### config.mk
export PLATFORM = sky130hd
export DESIGN_NAME = bcub_ctrl
export DESIGN_NICKNAME = d
export VERILOG_FILES = /design/src/common/bcub_pkg.sv /design/src/verilog/bcub_io_filter.sv /design/src/verilog/bcub_ctrl.sv
export VERILOG_INCLUDE_DIRS = /design/src /design/src/common
export SDC_FILE = /design/constraint.sdc
export NUM_CORES = 1
export LEC_CHECK = 0
export BUFFER_PORTS_ARGS = -buffer_cell sky130_fd_sc_hd__buf_2
export CAP_MARGIN = 15
export CELL_PAD_IN_SITES_DETAIL_PLACEMENT = 0
export CELL_PAD_IN_SITES_GLOBAL_PLACEMENT = 2
export CORE_MARGIN = 5
export CORE_UTILIZATION = 22
export DETAILED_ROUTE_END_ITERATION = 7
export GPL_TIMING_DRIVEN = 0
export PLACE_DENSITY = 0.84
export SYNTH_ARGS = -nofsm -noshare
export SYNTH_HDL_FRONTEND = slang
export SYNTH_HIERARCHICAL = 1
export SYNTH_SLANG_ARGS = --single-unit
### constraint.sdc
create_clock -name pclk -period 3.9 [get_ports pclk]
set_clock_uncertainty 0.2 [all_clocks]
set_input_delay 0.78 -clock pclk [delete_from_list [all_inputs] [get_ports pclk]]
set_output_delay 0.78 -clock pclk [all_outputs]
set_load 0.01 [all_outputs]
### src/common/bcub_consts.svh
// bridge control field constants: offsets, bit positions, reset values
// assumes a 32-bit apb register map with byte addresses
`ifndef BCUB_CONSTS_SVH
`define BCUB_CONSTS_SVH

`define BCUB_OFF_CTRL      12'h03c
`define BCUB_OFF_IRQ_STAT  12'h100
`define BCUB_OFF_IRQ_MASK  12'h104
`define BCUB_OFF_LINE_STAT 12'h108

`define BCUB_BIT_PERR_EN   16
`define BCUB_BIT_SERR_FWD  17
`define BCUB_BIT_ISA_EN    18
`define BCUB_BIT_VGA_EN    19
`define BCUB_BIT_RSVD      20
`define BCUB_BIT_MA_MODE   21
`define BCUB_BIT_SEC_RST   22
`define BCUB_BIT_FB2B_EN   23

`define BCUB_CTRL_RESET    8'h00
`define BCUB_CTRL_WMASK    8'hef

`define BCUB_IO_ISA_LIMIT  32'h0001_0000
`define BCUB_ALL_ONES      32'hffff_ffff

`define BCUB_EV_PERR       0
`define BCUB_EV_SERR       1
`define BCUB_EV_MABORT     2
`define BCUB_EV_ISA_BLOCK  3
`define BCUB_NUM_EVENTS    4

`endif

### src/common/bcub_pkg.sv
// types for the bridge control block
// assumes nothing beyond a systemverilog compiler
package bcub_pkg;
  typedef enum logic [1:0] {
    BCUB_MA_SILENT = 2'b00,
    BCUB_MA_REPORT = 2'b01
  } bcub_ma_t;

  typedef enum logic [1:0] {
    BCUB_IO_NONE = 2'b00,
    BCUB_IO_DOWN = 2'b01,
    BCUB_IO_UP   = 2'b11
  } bcub_io_route_t;
endpackage

### src/verilog/bcub_io_filter.sv
// isa alias and vga address decode for i/o and memory cycles
// assumes addresses presented alongside a valid strobe from the bridge core
`timescale 1ns/1ps
`include "bcub_consts.svh"
module bcub_io_filter (
  input  wire logic [31:0]      addr,
  input  wire logic             is_io,
  input  wire logic             in_io_window,
  input  wire logic             isa_en,
  input  wire logic             vga_en,
  output bcub_pkg::bcub_io_route_t route_down,
  output logic                  isa_upstream,
  output logic                  isa_blocked
);
  logic isa_alias;
  logic vga_hit;

  // last 768 bytes of each 1kb block: bits 9:8 nonzero
  assign isa_alias = (addr[9:8] != 2'b00);
  assign isa_blocked = isa_en && is_io && in_io_window && isa_alias &&
                       (addr < `BCUB_IO_ISA_LIMIT);

  always_comb begin
    vga_hit = 1'b0;
    if (is_io) begin
      vga_hit = (addr[15:0] >= 16'h03b0 && addr[15:0] <= 16'h03bb) ||
                (addr[15:0] >= 16'h03c0 && addr[15:0] <= 16'h03df);
    end else begin
      vga_hit = (addr >= 32'h000a_0000) && (addr <= 32'h000b_ffff);
    end
  end

  always_comb begin
    route_down = bcub_pkg::BCUB_IO_NONE;
    if (vga_en && vga_hit) begin
      route_down = bcub_pkg::BCUB_IO_DOWN;
    end else if (is_io && in_io_window && !isa_blocked) begin
      route_down = bcub_pkg::BCUB_IO_DOWN;
    end
  end // vga hits without vga_en fall through

  assign isa_upstream = isa_en && is_io && isa_alias;
endmodule

### src/verilog/bcub_ctrl.sv
// bridge control field (config dword 3ch bits 23:16) with apb access
// assumes synchronous status inputs from the bridge core on pclk
// How it works
// - with the parity enable bit clear, secondary parity errors are ignored.
// - with the parity enable bit set, secondary parity errors are detected and reported.
// - the system error forward bit gates secondary system error onto the primary side.
// - with the isa bit clear, every in-window i/o address is forwarded.
// - with the isa bit set, in-window aliases below 64kb in the top 768 bytes of 1kb stay put, except vga addresses while the vga bit is set.
// - with the isa bit set, secondary i/o in the top 768 bytes of 1kb goes upstream.
// - with the vga bit clear, vga addresses are passed downstream only as in-window i/o.
// - with the vga bit set, vga addresses pass downstream regardless of other settings.
// - bit 20 is reserved, reads zero and resets to zero.
// - with master abort mode clear, aborts are silent, reads give all ones, writes drop.
// - with master abort mode set, aborts signal target abort and primary system error if enabled.
// - with the reset bit set, the secondary reset output is held asserted.
// - with the reset bit clear, only other sources drive the secondary reset.
// - the fast back-to-back bit governs fast back-to-back to different secondary devices.
// - fast back-to-back is off at reset and while the bit is zero.
//
// Our own choice: the APB interface to the registers.
`timescale 1ns/1ps
`include "bcub_consts.svh"
module bcub_ctrl #(
  parameter int ADDR_W = 12
) (
  input  wire logic              pclk,
  input  wire logic              presetn,
  input  wire logic              psel,
  input  wire logic              penable,
  input  wire logic              pwrite,
  input  wire logic [ADDR_W-1:0] paddr,
  input  wire logic [31:0]       pwdata,
  input  wire logic [3:0]        pstrb,
  output logic      [31:0]       prdata,
  output logic                   pready,
  output logic                   pslverr,
  output logic                   irq,
  input  wire logic              sec_parity_err,
  input  wire logic              secondary_system_error_n,
  input  wire logic              primary_serr_en,
  output logic                   primary_system_error_n,
  output logic                   sec_parity_report,
  input  wire logic              other_sec_reset_n,
  output logic                   sec_reset_n,
  input  wire logic              sec_master_abort,
  input  wire logic              abort_is_read,
  output logic                   signal_target_abort,
  output logic                   return_all_ones,
  output logic                   discard_write,
  output logic      [31:0]       abort_read_data,
  input  wire logic [31:0]       req_addr,
  input  wire logic              req_is_io,
  input  wire logic              req_in_io_window,
  input  wire logic              req_from_secondary,
  output logic                   forward_down,
  output logic                   forward_up,
  output logic                   fast_b2b_allowed
);
  initial begin
    if (ADDR_W < 12) begin
      $error("bcub_ctrl: ADDR_W must be at least 12");
    end
  end

  localparam int NEV = `BCUB_NUM_EVENTS;

  logic [7:0]     ctrl_q;
  logic [NEV-1:0] stat_q;
  logic [NEV-1:0] mask_q;
  logic [NEV-1:0] ev;
  logic           wr_acc;
  logic           hit_ctrl;
  logic           hit_stat;
  logic           hit_mask;
  logic           hit_line;
  logic           map_hit;
  logic           serr_fwd;
  logic           ma_report;
  bcub_pkg::bcub_io_route_t route;
  logic           isa_up;
  logic           isa_blk;

  assign hit_ctrl = (paddr[11:0] == `BCUB_OFF_CTRL);
  assign hit_stat = (paddr[11:0] == `BCUB_OFF_IRQ_STAT);
  assign hit_mask = (paddr[11:0] == `BCUB_OFF_IRQ_MASK);
  assign hit_line = (paddr[11:0] == `BCUB_OFF_LINE_STAT);
  assign map_hit  = hit_ctrl | hit_stat | hit_mask | hit_line;
  assign wr_acc   = psel && penable && pwrite && map_hit;

  // zero wait state slave
  assign pready  = 1'b1;
  assign pslverr = psel && penable && !map_hit;

  // control field lives in byte lane 2; reserved bit masked off
  always_ff @(posedge pclk or negedge presetn) begin
    if (!presetn) begin
      ctrl_q <= `BCUB_CTRL_RESET;
    end else if (wr_acc && hit_ctrl && pstrb[2]) begin
      ctrl_q <= pwdata[23:16] & `BCUB_CTRL_WMASK;
    end
  end

  always_ff @(posedge pclk or negedge presetn) begin
    if (!presetn) begin
      mask_q <= '0;
    end else if (wr_acc && hit_mask && pstrb[0]) begin
      mask_q <= pwdata[NEV-1:0];
    end
  end

  // sticky events: set wins over write-one-to-clear
  genvar gi;
  generate
    for (gi = 0; gi < NEV; gi++) begin : g_stat
      always_ff @(posedge pclk or negedge presetn) begin
        if (!presetn) begin
          stat_q[gi] <= 1'b0;
        end else if (ev[gi]) begin
          stat_q[gi] <= 1'b1;
        end else if (wr_acc && hit_stat && pstrb[0] && pwdata[gi]) begin
          stat_q[gi] <= 1'b0;
        end
      end
    end
  endgenerate

  assign irq = |(stat_q & mask_q);

  always_ff @(posedge pclk or negedge presetn) begin
    if (!presetn) begin
      prdata <= 32'h0000_0000;
    end else if (psel && !penable && !pwrite) begin
      prdata <= 32'h0000_0000;
      if (hit_ctrl) begin
        prdata[23:16] <= ctrl_q;
      end else if (hit_stat) begin
        prdata[NEV-1:0] <= stat_q;
      end else if (hit_mask) begin
        prdata[NEV-1:0] <= mask_q;
      end else if (hit_line) begin
        prdata[3:0] <= {fast_b2b_allowed, ~sec_reset_n, ~primary_system_error_n,
                        sec_parity_report};
      end
    end
  end

  // parity handling
  always_ff @(posedge pclk or negedge presetn) begin
    if (!presetn) begin
      sec_parity_report <= 1'b0;
    end else begin
      sec_parity_report <= sec_parity_err && ctrl_q[`BCUB_BIT_PERR_EN - 16];
    end
  end

  // system error forwarding and master abort reporting
  assign ma_report = ctrl_q[`BCUB_BIT_MA_MODE - 16];
  assign serr_fwd  = ctrl_q[`BCUB_BIT_SERR_FWD - 16] && !secondary_system_error_n;

  always_ff @(posedge pclk or negedge presetn) begin
    if (!presetn) begin
      primary_system_error_n <= 1'b1;
    end else begin
      primary_system_error_n <= !(primary_serr_en &&
                                  (serr_fwd || (sec_master_abort && ma_report)));
    end
  end

  always_ff @(posedge pclk or negedge presetn) begin
    if (!presetn) begin
      signal_target_abort <= 1'b0;
      return_all_ones     <= 1'b0;
      discard_write       <= 1'b0;
      abort_read_data     <= 32'h0000_0000;
    end else begin
      signal_target_abort <= sec_master_abort && ma_report;
      return_all_ones     <= sec_master_abort && !ma_report && abort_is_read;
      discard_write       <= sec_master_abort && !ma_report && !abort_is_read;
      abort_read_data     <= (sec_master_abort && !ma_report && abort_is_read) ?
                             `BCUB_ALL_ONES : 32'h0000_0000;
    end
  end

  // secondary reset: forced by bit 22, otherwise follows other sources
  always_ff @(posedge pclk or negedge presetn) begin
    if (!presetn) begin
      sec_reset_n <= 1'b0;
    end else begin
      sec_reset_n <= other_sec_reset_n && !ctrl_q[`BCUB_BIT_SEC_RST - 16];
    end
  end

  always_ff @(posedge pclk or negedge presetn) begin
    if (!presetn) begin
      fast_b2b_allowed <= 1'b0;
    end else begin
      fast_b2b_allowed <= ctrl_q[`BCUB_BIT_FB2B_EN - 16];
    end
  end

  bcub_io_filter u_filter (
    .addr         (req_addr),
    .is_io        (req_is_io),
    .in_io_window (req_in_io_window),
    .isa_en       (ctrl_q[`BCUB_BIT_ISA_EN - 16]),
    .vga_en       (ctrl_q[`BCUB_BIT_VGA_EN - 16]),
    .route_down   (route),
    .isa_upstream (isa_up),
    .isa_blocked  (isa_blk)
  );

  always_ff @(posedge pclk or negedge presetn) begin
    if (!presetn) begin
      forward_down <= 1'b0;
      forward_up   <= 1'b0;
    end else begin
      forward_down <= !req_from_secondary && (route == bcub_pkg::BCUB_IO_DOWN);
      forward_up   <= req_from_secondary && isa_up;
    end
  end

  always_comb begin
    ev = '0;
    ev[`BCUB_EV_PERR]      = sec_parity_err && ctrl_q[`BCUB_BIT_PERR_EN - 16];
    ev[`BCUB_EV_SERR]      = serr_fwd;
    ev[`BCUB_EV_MABORT]    = sec_master_abort && ma_report;
    ev[`BCUB_EV_ISA_BLOCK] = isa_blk && !req_from_secondary;
  end
endmodule

==> metrics list <==
* Clock slew seen by the registers of the worst setup and hold paths: 70 ps
* Depth of the most critical reg-to-reg path: 5
* Distinct cell type count after synthesis: 39
* Initial Util: 22.56%
- Critical hold path startpoint: ctrl_q[7]$_DFFE_PN0P_
- Total gr overflow: 0
- Predominant post-synthesis flop cell: sky130_fd_sc_hd__dfrtp_1
- TritonCTS built the clock tree.
- RSZ-0062 raised after global routing: false
- Number of antenna violations at the first check in global routing: 0
- Data arrives at the worst endpoint at 2020 ps.
* CP Class: in -> out
- Total of max-cap violations: 0
* Required time at the endpoint of the critical path: 2920 ps
- Number of failing hold endpoints at the final stage: 0
- The routed design has 6013 um of wire.
* Number of storage elements in the synthesis netlist: 35
- During synthesis, Yosys emitted a total of 6 warnings.
- Async set-or-reset flop fraction in the synthesized netlist: 100.0%
* Clock buffer count from CTS: 5
- In this run the static leakage power is 1.739 nW.
- Leaving out fill and tap cells, the most frequent cells in the layout are sky130_fd_sc_hd__buf_2, sky130_fd_sc_hd__buf_4, sky130_fd_sc_hd__dfrtp_1, sky130_fd_sc_hd__conb_1, sky130_fd_sc_hd__nand2_1.
- Of the cells placed in the final design, the portion with a size suffix greater than 1 is 57.79%.
- Once the clock tree was built, the resizer swapped 0 gates to a different size.
- From synthesis to final layout, the design area changed by 44.75%.
- The first global-routing pass estimated 9418 um of wire.
- In this run the deepest clock path goes through 2 buffers.
- Counting flops with a built-in enable in the synthesized netlist gives 0.
- 0 antenna diodes ended up in the layout.
* Post-Syn Instances: 203
- Average footprint of a synthesized cell: 10.22 um^2
- The path with the worst hold slack has its endpoint at fast_b2b_allowed$_DFF_PN0_.
- Top Ports: 170
- Type of the most critical hold path: reg -> reg
- Final period demand of the worst path: 2998 ps
- Most common library cell in the layout ignoring fill and taps: sky130_fd_sc_hd__buf_2
* Vias in the first global route: 1901
- Final-report setup violation count: 0
* Die area: 11470 um^2
- Count of antenna-violating nets left after detailed routing: 0
- Total number of placement rows: 35
- In this run the power density over the cells is 268.2 nW/um^2.
- Clock H-tree levels: 2
- Detailed placement finished with a half-perimeter wire length of 5030 um.
- Walking the worst path, the cells encountered are buf_2 > or4_4 > or2_1 > a21oi_1 > nor2_1 > buf_2.
- CP Launch Type: primary input
- In the post-route analysis, the smallest setup slack over all paths is 902.0 ps.
- Seq/Total Area, Yosys: 42.28%
- Transition at the pin with the smallest max-transition slack: 905.5 ps
* Vias post-DR: 1870
* Count of hold-fix buffers inserted at cts: 0
- Last weighted congestion value of the routability-driven placer: 0.7666
- WL per Instance: 12.96 um
* Port bufs: 122
* Largest net degree at the start of global routing: 36
* Latest clock arrival within the worst-skew pair: 280 ps
* Run status: completed
* Number of instances on the worst hold path: 0
* DR pass1 iterations: 4
- Post-route fraction of the period consumed by the critical path: 76.87%
* Max-slew violation count: 0
- Final net count: 446
* Die Height: 107.1 um
- Summing every instance area after synthesis gives 2074 um^2.
- Violation count after the first detailed-route iteration: 28
- Die span in x: 107.1 um
- For this run, the total global-route usage over all layers was measured as 10.39%.
- Biggest fanout along the worst timing path: 5
* Kind of capture point of the worst setup path: output port
- Adding up every negative setup slack in the final design gives 0 ps.
- Core area: 9196 um^2
- The number of placed instances, taps included, is 456.
- Peak VDD IR: 0.1037 mV
- Cell at the root of the clock tree: sky130_fd_sc_hd__clkbuf_8
- Non-Filler Instances: 464
- Timing-limited maximum frequency: 333.6 MHz
- Setup slack at placement: 841.4 ps
- Worst R2R End: forward_down$_DFF_PN0_
- DRC: 0
- Post-CTS setup buffers: 0
* Via density: 4.030
* Crit-path slowest cell: sky130_fd_sc_hd__or4_4
* Setup slack of the most critical reg-to-reg path: 2430 ps
- The largest single stage delay on the critical path is 560 ps.
- Relative slew slack: 39.64%
- Beginning of the worst register-to-register path: ctrl_q[2]$_DFFE_PN0P_
- The most numerous cell type found on the critical path is sky130_fd_sc_hd__buf_2.
- CTS sink cnt: 35
[metal layers]
metal	vias to the layer above	wire, um	GRT usage (%)
met4	0	63	3.014
met1	845	2349	12.16
li1	935	-	-
met2	85	3055	18.28
met3	5	545	3.070
met5	-	0	0
[area by class of cell]
class	instances	area (um^2)
Clock buffer	7	96.34
Timing Repair Buffer	122	610.6
Tap cell	111	138.9
Fill cell	992	6193
Multi-Input combinational cell	126	829.5
Sequential cell	35	877.1
Buffer	58	427.9
Clock inverter	1	7.507
Inverter	4	15.01
[cells by family (layout without fill, tap and decap cells)]
logic type / Yosys count / count (layout) / share of synthesized area, %
multiplexers: 11 / 11 / 7.237
AND/OR/NAND/NOR: 64 / 64 / 18.22
flip-flops: 35 / 35 / 42.28
other: 3 / 23 / 0.5428
AO/OA/AOI/OAI: 28 / 28 / 10.37
buffers and inverters: 62 / 192 / 21.35
[power breakdown]
part	switching (mW)	total [mW]	internal, mW
Sequential	0.00535	0.370	0.365
Clock	0.130	0.290	0.161
Combinational	0.0644	0.145	0.0805
Total	0.199	0.805	0.606
[worst max path at each step]
| stage | start | to | slack, ps | depth (start not counted) |
|---|---|---|---|---|
| 2_1_floorplan | paddr[6] | ctrl_q[0]$_DFFE_PN0P_ | 1040 | 5 |
| 3_3_place_gp | paddr[6] | ctrl_q[6]$_DFFE_PN0P_ | 850 | 6 |
| 3_5_place_dp | paddr[6] | ctrl_q[2]$_DFFE_PN0P_ | 840 | 6 |
| 4_1_cts | paddr[6] | pslverr | 890 | 6 |
| 5_1_grt | paddr[6] | pslverr | 800 | 6 |
| 6_report | paddr[6] | pslverr | 900 | 6 |
[flip-flops by register name, indices dropped and copies added, names as in the netlist, 4 cells and up]
register and cells:
stat_q 4, prdata 11, mask_q 4, ctrl_q 7
[Yosys cell counts, drive strengths merged, types with 4 or more instances]
cell | n | share of area [%]
a21o | 4 | 1.4
a22o | 8 | 3.4
buf | 56 | 20
dfrtp | 34 | 41
inv | 4 | 0.72
mux2 | 11 | 7.2
nand2 | 19 | 3.4
nor2b | 5 | 1.5
nor3 | 5 | 1.2
nor4 | 5 | 1.8
or4 | 5 | 2.0
[worst max-delay path, delay by kind of cell]
family                 cells  cell delay (ps)
AO/OA/AOI/OAI              1              120
buffers and inverters      2              230
AND/OR/NAND/NOR            3              890
[stage by stage]
stage	cell area, um^2	hold slack, ps	total power [mW]	utilization [%]
2_1_floorplan	2150	174.9	0.4521	-
3_3_place_gp	2899	193.3	0.5214	31.52
3_5_place_dp	2899	203.4	0.5236	31.52
4_1_cts	3003	220.6	0.8228	32.65
5_1_grt	3003	246.9	0.8505	32.65
6_report	3003	216.1	0.8054	32.65
No activity file was read; power rests on OpenSTA's default activity.
